===== config.mk =====
export PLATFORM = sky130hd
export DESIGN_NAME = spis_status_flags
export DESIGN_NICKNAME = d
export VERILOG_FILES = /design/src/design/spis_pkg.sv /design/src/design/spis_fifo_if.sv /design/src/design/spis_status_flags.sv /design/src/design/spis_fifo.sv /design/src/design/spis_sync.sv
export VERILOG_INCLUDE_DIRS = /design/src /design/src/design
export SDC_FILE = /design/constraint.sdc
export NUM_CORES = 2
export LEC_CHECK = 0
export BUFFER_PORTS_ARGS = -buffer_cell sky130_fd_sc_hd__buf_4
export CAP_MARGIN = 20
export CORE_MARGIN = 10
export CORE_UTILIZATION = 39
export CTS_BUF_LIST = sky130_fd_sc_hd__clkbuf_4 sky130_fd_sc_hd__clkbuf_8
export DETAILED_ROUTE_END_ITERATION = 10
export GPL_ROUTABILITY_DRIVEN = 0
export PLACE_DENSITY = 0.65
export SLEW_MARGIN = 20
export SYNTH_ARGS = -nofsm -noshare
export SYNTH_HDL_FRONTEND = slang
export SYNTH_SLANG_ARGS = --single-unit

===== constraint.sdc =====
create_clock -name clk -period 3.65 [get_ports clk]
set_clock_uncertainty 0.05 [all_clocks]
set_input_delay 0.5475 -clock clk [delete_from_list [all_inputs] [get_ports clk]]
set_output_delay 0.5475 -clock clk [all_outputs]
set_load 0.02 [all_outputs]

===== src/design/spis_defines.svh =====
`ifndef SPIS_DEFINES_SVH
`define SPIS_DEFINES_SVH

// ----------------------------------------------------------------
// Register byte offsets
// ----------------------------------------------------------------
`define SPIS_OFF_STATUS 5'h00
`define SPIS_OFF_IEN    5'h04
`define SPIS_OFF_CTRL   5'h08
`define SPIS_OFF_WATER  5'h0c
`define SPIS_OFF_MATCHA 5'h10
`define SPIS_OFF_MATCHB 5'h14
`define SPIS_OFF_TXDATA 5'h18
`define SPIS_OFF_RXDATA 5'h1c

// ----------------------------------------------------------------
// Status word bit positions
// ----------------------------------------------------------------
`define SPIS_BIT_BUSY   24
`define SPIS_BIT_MATCH  13
`define SPIS_BIT_RXERR  12
`define SPIS_BIT_TXERR  11
`define SPIS_BIT_XFER   10
`define SPIS_BIT_FRAME  9
`define SPIS_BIT_WORD   8
`define SPIS_BIT_RXDATA 1
`define SPIS_BIT_TXREQ  0
`define SPIS_EVT_LSB    8
`define SPIS_EVT_MSB    13
`define SPIS_IEN_MASK   32'h0000_3f03

// ----------------------------------------------------------------
// Control and watermark field positions
// ----------------------------------------------------------------
`define SPIS_CTRL_MASTER    0
`define SPIS_CTRL_MCFG_LSB  1
`define SPIS_CTRL_MCFG_MSB  2
`define SPIS_WATER_TX_LSB   0
`define SPIS_WATER_TX_MSB   3
`define SPIS_WATER_RX_LSB   16
`define SPIS_WATER_RX_MSB   19

// ----------------------------------------------------------------
// Reset values
// ----------------------------------------------------------------
`define SPIS_RST_IEN    14'h0000
`define SPIS_RST_MCFG   2'h0
`define SPIS_RST_WATER  4'h0
`define SPIS_RST_MATCH  32'h0000_0000

`endif


===== src/design/spis_pkg.sv =====
package spis_pkg;

  // Link state of the frame tracker
  typedef enum logic [0:0] {
    SPIS_IDLE,
    SPIS_FRAME
  } spis_state_t;

  // Match comparator selection
  typedef enum logic [1:0] {
    SPIS_MATCH_OFF,
    SPIS_MATCH_A,
    SPIS_MATCH_B,
    SPIS_MATCH_EITHER
  } spis_match_t;

endpackage


===== src/design/spis_fifo_if.sv =====
`timescale 1ns/100ps

// Word stream into and out of one FIFO
interface spis_fifo_if #(
  parameter int W  = 32,
  parameter int CW = 4
) ();
  logic          pushValid;
  logic          pushReady;
  logic [W-1:0]  pushData;
  logic          popValid;
  logic          popReady;
  logic [W-1:0]  popData;
  logic [CW-1:0] count;

  modport store (input pushValid, pushData, popReady,
                 output pushReady, popValid, popData, count);
  modport user  (output pushValid, pushData, popReady,
                 input pushReady, popValid, popData, count);
endinterface


===== src/design/spis_status_flags.sv =====
// Operation
// - Busy flag at bit 24 reads 1 during a frame, 0 when idle.
// - Match flag at bit 13 sets when a received word meets match setting.
// - Receive error flag at bit 12 sets on receive FIFO overflow only.
// - Transmit error flag at bit 11 sets on transmit FIFO underrun.
// - Master mode: transfer done at bit 10 on idle with empty transmit FIFO.
// - Frame done flag at bit 9 sets when peripheral select negates.
// - Word done flag at bit 8 sets when a word's last bit is sampled.
// - Receive data flag at bit 1 while receive count exceeds its watermark.
// - Transmit request at bit 0 while transmit count at or below watermark.
`timescale 1ns/100ps
`include "spis_defines.svh"

module spis_status_flags
  import spis_pkg::*;
#(
  parameter int WORD_BITS = 32,
  parameter int DEPTH     = 8
) (
  // Clock and reset
  input  logic        clk,
  input  logic        rst_n,
  // Avalon-MM slave
  input  logic [4:0]  avs_address,
  input  logic        avs_read,
  input  logic        avs_write,
  input  logic [31:0] avs_writedata,
  output logic [31:0] avs_readdata,
  output logic        avs_waitrequest,
  // Serial link
  input  logic        sck,
  input  logic        sdi,
  input  logic        peripheralSelectN,
  output logic        sdo,
  output logic        sdoOe,
  // Interrupt request
  output logic        irq
);

  localparam int CW = $clog2(DEPTH + 1);

  typedef struct packed {
    spis_state_t st;
    logic [31:0] rxShift;
    logic [31:0] txShift;
    logic [5:0]  bitCnt;
    logic        needLoad;
    logic [5:0]  evt;
    logic [31:0] ien;
    logic        masterMode;
    logic [1:0]  matchCfg;
    logic [3:0]  tx_watermark;
    logic [3:0]  rx_watermark;
    logic [31:0] matchA;
    logic [31:0] matchB;
    logic        rdPend;
    logic        rdPop;
    logic [31:0] rdData;
    logic        irq;
  } spis_main_st_t;

  spis_main_st_t r;
  spis_main_st_t n;

  // ----------------------------------------------------------------
  // Link sampling and FIFOs
  // ----------------------------------------------------------------
  logic [2:0] pinLvl;
  logic [2:0] pinRise;
  logic [2:0] pinFall;
  logic       sckRise;
  logic       sckFall;
  logic       selFall;
  logic       selRise;
  logic       sdiLvl;

  // Select idles high, clock and data idle low
  spis_sync #(.W(3), .RESET_VAL(3'h4)) u_sync (
    .clk   (clk),
    .rst_n (rst_n),
    .pins  ({peripheralSelectN, sck, sdi}),
    .level (pinLvl),
    .rise  (pinRise),
    .fall  (pinFall)
  );

  assign sdiLvl  = pinLvl[0];
  assign sckRise = pinRise[1];
  assign sckFall = pinFall[1];
  assign selFall = pinFall[2];
  assign selRise = pinRise[2];

  spis_fifo_if #(.W(32), .CW(CW)) txIf ();
  spis_fifo_if #(.W(32), .CW(CW)) rxIf ();

  spis_fifo #(.W(32), .DEPTH(DEPTH)) u_txFifo (
    .clk   (clk),
    .rst_n (rst_n),
    .fif   (txIf.store)
  );

  spis_fifo #(.W(32), .DEPTH(DEPTH)) u_rxFifo (
    .clk   (clk),
    .rst_n (rst_n),
    .fif   (rxIf.store)
  );

  // ----------------------------------------------------------------
  // Status word and bus decode
  // ----------------------------------------------------------------
  logic        busy;
  logic        rxDataFlag;
  logic        txReqFlag;
  logic [31:0] statusWord;
  logic        wrTx;
  logic        wrAcc;
  logic        rdAcc;

  // Compares a received word against the selected match values
  function automatic logic matchHit(input logic [31:0] w, input logic [1:0] cfg,
                                    input logic [31:0] a, input logic [31:0] b);
    case (spis_match_t'(cfg))
      SPIS_MATCH_A:      matchHit = (w == a);
      SPIS_MATCH_B:      matchHit = (w == b);
      SPIS_MATCH_EITHER: matchHit = (w == a) || (w == b);
      default:           matchHit = 1'b0;
    endcase
  endfunction

  // Live flags and the assembled status word
  assign busy       = (r.st == SPIS_FRAME);
  assign rxDataFlag = (rxIf.count > CW'(r.rx_watermark));
  assign txReqFlag  = (txIf.count <= CW'(r.tx_watermark));

  always_comb
  begin
    statusWord                         = '0;
    statusWord[`SPIS_BIT_BUSY]         = busy;
    statusWord[`SPIS_EVT_MSB:`SPIS_EVT_LSB] = r.evt;
    statusWord[`SPIS_BIT_RXDATA]       = rxDataFlag;
    statusWord[`SPIS_BIT_TXREQ]        = txReqFlag;
  end

  // Reads take one wait state; a transmit write waits while full
  assign wrTx            = avs_write && (avs_address == `SPIS_OFF_TXDATA);
  assign avs_waitrequest = (avs_read && !r.rdPend) || (wrTx && !txIf.pushReady);
  assign wrAcc           = avs_write && !avs_waitrequest;
  assign rdAcc           = avs_read && r.rdPend;
  assign avs_readdata    = r.rdData;

  // FIFO strobes from the bus
  assign txIf.pushValid = wrAcc && wrTx;
  assign txIf.pushData  = avs_writedata;
  assign rxIf.popReady  = rdAcc && r.rdPop;                     // Only a word that was returned

  // ----------------------------------------------------------------
  // Next state
  // ----------------------------------------------------------------
  logic [5:0]  evtSet;
  logic [5:0]  evtClr;
  logic        loadReq;
  logic        rxPush;
  logic        txPop;
  logic [31:0] word;

  assign rxIf.pushValid = rxPush;
  assign rxIf.pushData  = word;
  assign txIf.popReady  = txPop;

  always_comb
  begin
    n       = r;
    evtSet  = '0;
    evtClr  = '0;
    loadReq = 1'b0;
    rxPush  = 1'b0;
    txPop   = 1'b0;
    word    = {r.rxShift[30:0], sdiLvl};

    // Frame tracking and shifting
    case (r.st)
      SPIS_IDLE:
      begin
        if (selFall)
        begin
          n.st      = SPIS_FRAME;
          n.bitCnt  = '0;
          n.rxShift = '0;
          loadReq   = 1'b1;
        end
      end
      SPIS_FRAME:
      begin
        if (selRise)
        begin
          n.st = SPIS_IDLE;
          evtSet[`SPIS_BIT_FRAME - `SPIS_EVT_LSB] = 1'b1;
          if (r.masterMode && !txIf.popValid)
            evtSet[`SPIS_BIT_XFER - `SPIS_EVT_LSB] = 1'b1;
        end
        else
        begin
          if (sckRise)
          begin
            if (r.bitCnt == 6'(WORD_BITS - 1))
            begin
              rxPush     = 1'b1;
              n.bitCnt   = '0;
              n.rxShift  = '0;
              n.needLoad = 1'b1;
              evtSet[`SPIS_BIT_WORD - `SPIS_EVT_LSB] = 1'b1;
              if (!rxIf.pushReady)
                evtSet[`SPIS_BIT_RXERR - `SPIS_EVT_LSB] = 1'b1;
              if (matchHit(word, r.matchCfg, r.matchA, r.matchB))
                evtSet[`SPIS_BIT_MATCH - `SPIS_EVT_LSB] = 1'b1;
            end
            else
            begin
              n.bitCnt  = 6'(r.bitCnt + 1'b1);
              n.rxShift = word;
            end
          end
          if (sckFall)
          begin
            if (r.needLoad)
              loadReq = 1'b1;
            else
              n.txShift = {r.txShift[30:0], 1'b0};
          end
        end
      end
      default:
        n.st = SPIS_IDLE;
    endcase

    // Next transmit word, or underrun when none is queued
    if (loadReq)
    begin
      n.needLoad = 1'b0;
      if (txIf.popValid)
      begin
        txPop     = 1'b1;
        n.txShift = txIf.popData << (32 - WORD_BITS);
      end
      else
      begin
        n.txShift = '0;
        evtSet[`SPIS_BIT_TXERR - `SPIS_EVT_LSB] = 1'b1;
      end
    end

    // Register writes
    if (wrAcc)
    begin
      if (avs_address == `SPIS_OFF_STATUS)
        evtClr = avs_writedata[`SPIS_EVT_MSB:`SPIS_EVT_LSB];
      else if (avs_address == `SPIS_OFF_IEN)
        n.ien = avs_writedata & `SPIS_IEN_MASK;
      else if (avs_address == `SPIS_OFF_CTRL)
      begin
        n.masterMode = avs_writedata[`SPIS_CTRL_MASTER];
        n.matchCfg   = avs_writedata[`SPIS_CTRL_MCFG_MSB:`SPIS_CTRL_MCFG_LSB];
      end
      else if (avs_address == `SPIS_OFF_WATER)
      begin
        n.tx_watermark = avs_writedata[`SPIS_WATER_TX_MSB:`SPIS_WATER_TX_LSB];
        n.rx_watermark = avs_writedata[`SPIS_WATER_RX_MSB:`SPIS_WATER_RX_LSB];
      end
      else if (avs_address == `SPIS_OFF_MATCHA)
        n.matchA = avs_writedata;
      else if (avs_address == `SPIS_OFF_MATCHB)
        n.matchB = avs_writedata;
    end

    // Set wins over a clear in the same cycle
    n.evt = (r.evt & ~evtClr) | evtSet;

    // Read capture, answered one cycle later
    if (avs_read && !r.rdPend)
    begin
      n.rdPend = 1'b1;
      n.rdPop  = (avs_address == `SPIS_OFF_RXDATA) && rxIf.popValid;
      if (avs_address == `SPIS_OFF_STATUS)
        n.rdData = statusWord;
      else if (avs_address == `SPIS_OFF_IEN)
        n.rdData = r.ien;
      else if (avs_address == `SPIS_OFF_CTRL)
        n.rdData = {29'h0, r.matchCfg, r.masterMode};
      else if (avs_address == `SPIS_OFF_WATER)
        n.rdData = {12'h0, r.rx_watermark, 12'h0, r.tx_watermark};
      else if (avs_address == `SPIS_OFF_MATCHA)
        n.rdData = r.matchA;
      else if (avs_address == `SPIS_OFF_MATCHB)
        n.rdData = r.matchB;
      else if (avs_address == `SPIS_OFF_RXDATA)
        n.rdData = rxIf.popValid ? rxIf.popData : 32'h0;
      else
        n.rdData = 32'h0;
    end
    else if (rdAcc)
      n.rdPend = 1'b0;

    // Interrupt from enabled flags
    n.irq = |(statusWord & r.ien);
  end

  // ----------------------------------------------------------------
  // Outputs and state register
  // ----------------------------------------------------------------
  assign sdo   = r.txShift[31];
  assign sdoOe = busy;
  assign irq   = r.irq;

  always_ff @(posedge clk)
  begin
    if (!rst_n)
    begin
      r          <= '0;
      r.st       <= SPIS_IDLE;
      r.ien      <= 32'(`SPIS_RST_IEN);
      r.matchCfg <= `SPIS_RST_MCFG;
      r.tx_watermark  <= `SPIS_RST_WATER;
      r.rx_watermark  <= `SPIS_RST_WATER;
      r.matchA   <= `SPIS_RST_MATCH;
      r.matchB   <= `SPIS_RST_MATCH;
    end
    else
    begin
      r <= n;
    end
  end
endmodule


===== src/design/spis_fifo.sv =====
`timescale 1ns/100ps

module spis_fifo
  import spis_pkg::*;
#(
  parameter int W     = 32,
  parameter int DEPTH = 8
) (
  // Clock and reset
  input logic   clk,
  input logic   rst_n,
  // Stream port
  spis_fifo_if.store fif
);

  localparam int PW = $clog2(DEPTH);
  localparam int CW = $clog2(DEPTH + 1);

  typedef struct packed {
    logic [DEPTH-1:0][W-1:0] mem;
    logic [PW-1:0]           wp;
    logic [PW-1:0]           rp;
    logic [CW-1:0]           cnt;
  } spis_fifo_st_t;

  spis_fifo_st_t r;
  spis_fifo_st_t n;
  logic          doPush;
  logic          doPop;

  // Pointer advance with wrap at the depth
  function automatic logic [PW-1:0] bump(input logic [PW-1:0] p);
    bump = (p == PW'(DEPTH - 1)) ? '0 : PW'(p + 1'b1);
  endfunction

  // Honest flags from the fill count
  assign fif.pushReady = (r.cnt != CW'(DEPTH));
  assign fif.popValid  = (r.cnt != '0);
  assign fif.popData   = r.mem[r.rp];
  assign fif.count     = r.cnt;
  assign doPush        = fif.pushValid & fif.pushReady;
  assign doPop         = fif.popReady & fif.popValid;

  // Next state
  always_comb
  begin
    n = r;
    if (doPush)
    begin
      n.mem[r.wp] = fif.pushData;
      n.wp        = bump(r.wp);
    end
    if (doPop)
    begin
      n.rp = bump(r.rp);
    end
    if (doPush && !doPop)
    begin
      n.cnt = CW'(r.cnt + 1'b1);
    end
    else if (doPop && !doPush)
    begin
      n.cnt = CW'(r.cnt - 1'b1);
    end
  end

  // State register
  always_ff @(posedge clk)
  begin
    if (!rst_n)
    begin
      r <= '0;
    end
    else
    begin
      r <= n;
    end
  end
endmodule


===== src/design/spis_sync.sv =====
`timescale 1ns/100ps

module spis_sync
  import spis_pkg::*;
#(
  parameter int         W         = 3,
  parameter logic [2:0] RESET_VAL = 3'h0
) (
  // Clock and reset
  input  logic         clk,
  input  logic         rst_n,
  // Pins and their sampled forms
  input  logic [W-1:0] pins,
  output logic [W-1:0] level,
  output logic [W-1:0] rise,
  output logic [W-1:0] fall
);

  typedef struct packed {
    logic [W-1:0] s1;
    logic [W-1:0] s2;
    logic [W-1:0] s3;
  } spis_sync_st_t;

  spis_sync_st_t r;
  spis_sync_st_t n;

  // Two-stage sampling, third stage only for edges
  always_comb
  begin
    n    = r;
    n.s1 = pins;
    n.s2 = r.s1;
    n.s3 = r.s2;
  end

  assign level = r.s2;
  assign rise  = r.s2 & ~r.s3;
  assign fall  = ~r.s2 & r.s3;

  // State register
  always_ff @(posedge clk)
  begin
    if (!rst_n)
    begin
      r <= {3{W'(RESET_VAL)}};
    end
    else
    begin
      r <= n;
    end
  end
endmodule


==> results by group <==
Outcome
  • Run status: completed

Clocking
  • Max Root-Sink Buffers: 3
  • Post-CTS Setup Repair Bufs: 0
  • Post-CTS sizing: 0
  • TritonCTS clock tree: yes
  • CTS root buffer: clkbuf_8
  • Number of clock sinks: 735
  • Clock-pin slew on the worst setup and hold paths: 60 ps
  • Worst skew pair latency: 750 ps
  • Post-cts hold buffer count: 3
  • Inserted Clock Buffers: 116
  • H-tree depth: 3

Logic synthesis
  • Ranking of synthesized cells by area: dfxtp_1 (46%), nand2_1 (9.1%), mux4_2 (8.9%)
  • Count leader, synth: nand2_1
  • Asr flop ratio synth: 0%
  • Average cell area after synthesis: 9.094 µm²
  • Ys flop type: dfxtp_1
  • Post-synth top cells: nand2_1 (781), dfxtp_1 (735), a21oi_1 (455), nor2_1 (303), mux2i_1 (273)
  • Compound-Gate Fraction of Synth Area: 11.80%
  • Area leader, netlist: dfxtp_1
  • Simple-gate share of the synthesized area: 15.58%
  • Post-Synth Adder-Cell Area: 1.017%
  • Largest family of logic cells by synthesized area: multiplexers
  • Post-synth cell types: 66
  • Synth Instances: 3545
  • Syn_nets: 3614
  • XOR/XNOR share of the synthesized area: 1.902%
  • Yosys warnings: 0
  • EDFF count, synth: 0
  • Cell Area, Synth: 32240 µm²
  • Seq/Total Area, Yosys: 45.64%
  • Post-synthesis mux area share: 18.50%
  • FF+latch count, synth: 735
  • Yosys top cell area share: 45.64%

Detailed routing
  • Drt first pass iters: 7
  • DR iter-0 viols: 2751
  • Antenna-violating nets left: 0
  • DR WL/cell: 20.28 µm
  • Via count: 25479
  • Detailed-route wire length: 93510 µm
  • DR DRC count: 0
  • Routed vias/inst: 5.526

Floorplanning
  • Die height: 307.5 µm
  • Initial Util: 39.32%
  • Core box area: 81980 µm²
  • Full die area: 94560 µm²
  • Row count: 105
  • # IOs: 80
  • Die W: 307.5 µm

Worst setup path
  • Crit Path Category: register to register
  • Crit. End Element: register
  • CP Launch Type: register
  • Flop2flop setup slack: 740 ps
  • CP Data Required Time: 4240 ps
  • WP data arrival: 3510 ps
  • Slowest CP cell: dfxtp_1
  • Highest cell delay on the worst timing path: 460 ps
  • CP cell instances: nor3_1, nand2_1, nand3_1, inv_1, ha_1, inv_1, ha_1, a21o_1, a21oi_1, xnor2_1, or3_1, a21oi_1
  • Worst Path Max Fanout: 11

Final layout
  • Layout cells sized above 1: 15.37%
  • Register area: 14730 µm²
  • Multi-input gate area: 15770 µm²
  • Fin util: 43.63%
  • Area Overhead vs Synth: 10.94%
  • # fillers: 7953
  • Layout net count: 3518

Worst hold path
  • Hold Crit Class: input port to register

Pwr
  • Worst VDD drop: 281.6 µV
  • Static Leakage: 13.68 nW
  • Power Density: 450.5 nW/µm²

Global route
  • Grt ovf: 0
  • Largest net degree at the start of global routing: 217
  • Initial antenna violation count: 10
  • First-pass GRT wire length: 144100 µm
  • Vias in the first global route: 23861
  • GRT Overall Usage: 19.17%

Place
  • IO buf count: 79
  • Post-DP HPWL: 57000 µm

Timing
  • Setup TNS: 0 ps
  • Final Setup Violations: 0
  • Slew Limit Fails: 0
  • Tightest Pin Transition: 1169 ps
  • Final Cycle Share: 79.81%
  • Fmax: 343.3 MHz
  • Slew headroom: 22.09%
  • Final Hold Viols: 0
  • RSZ-0062 raised after global routing: false
  • Min Clock Period, post-route: 2913 ps

Flow run
  • Max cap viols: 0
-- per-layer routing --
layer	vias up	routed length [µm]	GRT usage [%]	share of wire, %
li1	11962	-	-	-
met5	-	105	0	0.11
met2	905	39820	27.48	43
met4	18	1869	5.151	2.0
met1	12435	42710	27.46	46
met3	159	9011	5.841	9.6
-- worst max-delay path: cells and delay by family (launching register included) --
family / cells / cell delay [ps]
adder cells (fa/ha/maj): 2 / 480
buffers and inverters: 2 / 230
AO/OA/AOI/OAI: 3 / 500
flip-flops: 1 / 460
XOR/XNOR: 1 / 90
AND/OR/NAND/NOR: 4 / 1030
-- where the power goes --
group / internal, mW / switching [mW] / leakage, nW
sequential: 8.06 / 0.0307 / 5.93
combinational: 0.128 / 0.374 / 6.39
clock: 4.19 / 3.33 / 1.36
total: 12.4 / 3.73 / 13.7
-- cell type report --
class,count,share of cell area (%)
timing repair buffer,151,3.575
clock buffer,193,6.798
clock inverter,16,0.3219
multi-input combinational,2420,44.09
antenna,1,0.006997
inverter,25,0.2834
sequential,735,41.18
tap,1070,3.743
-- metrics by stage --
step	area, µm²	setup WS [ps]	power (mW)	instances	hold slack (ps)
final	35760	736.8	16.11	4611	60.44
after global routing	35760	514.2	16.61	4611	14.79
after CTS	35760	754.7	16.22	4610	2.540
after detailed placement	33190	672.4	8.751	4398	362.8
after global placement	33190	684.5	8.752	4398	361.6
after floorplan	32240	678.1	8.570	3545	336.3
-- cells by family after synthesis --
kind of cell / count (synthesis)
flip-flops: 735
XOR/XNOR: 70
adder cells (fa/ha/maj): 25
multiplexers: 432
AND/OR/NAND/NOR: 1227
buffers and inverters: 390
AO/OA/AOI/OAI: 666
-- layout by cell type, fill, tap and decap left out, drive strengths merged, types with 30 or more instances in the layout --
cell type  Yosys  final
o21ai         76     76
a22oi         42     42
nor2         306    306
a2bb2oi       32     32
nand4         32     32
dfxtp        735    735
inv           25     30
mux2i        273    273
clkbuf       192    193
xnor2         63     63
mux4         128    128
nand2        781    781
mux2          31     31
buf          173    148
a21oi        455    455
-- sequential cells by signal, indices dropped and copies added (netlist names) --
| name | cells |
|---|---|
| avs_readdata | 32 |
| irq | 1 |
| r | 160 |
| sdo | 1 |
| sdoOe | 1 |
| u_rxFifo.fif.count | 4 |
| u_rxFifo.r | 262 |
| u_sync.level | 3 |
| u_sync.n | 3 |
| u_sync.r | 2 |
| u_txFifo.fif.count | 4 |
| u_txFifo.r | 262 |
-- path summary, 6_finish.rpt --
check | from | to | cells after the start
worst max-delay path | u_rxFifo.fif.count[0] | u_rxFifo.fif.count[3] | 12
worst min register to register | u_sync.n[5] | u_sync.level[2] | 1
worst max register to register | u_rxFifo.fif.count[0] | u_rxFifo.fif.count[3] | 12
worst min-delay path | avs_writedata[18] | u_txFifo.r[28] | 3
(Power assumes the default switching activity.)
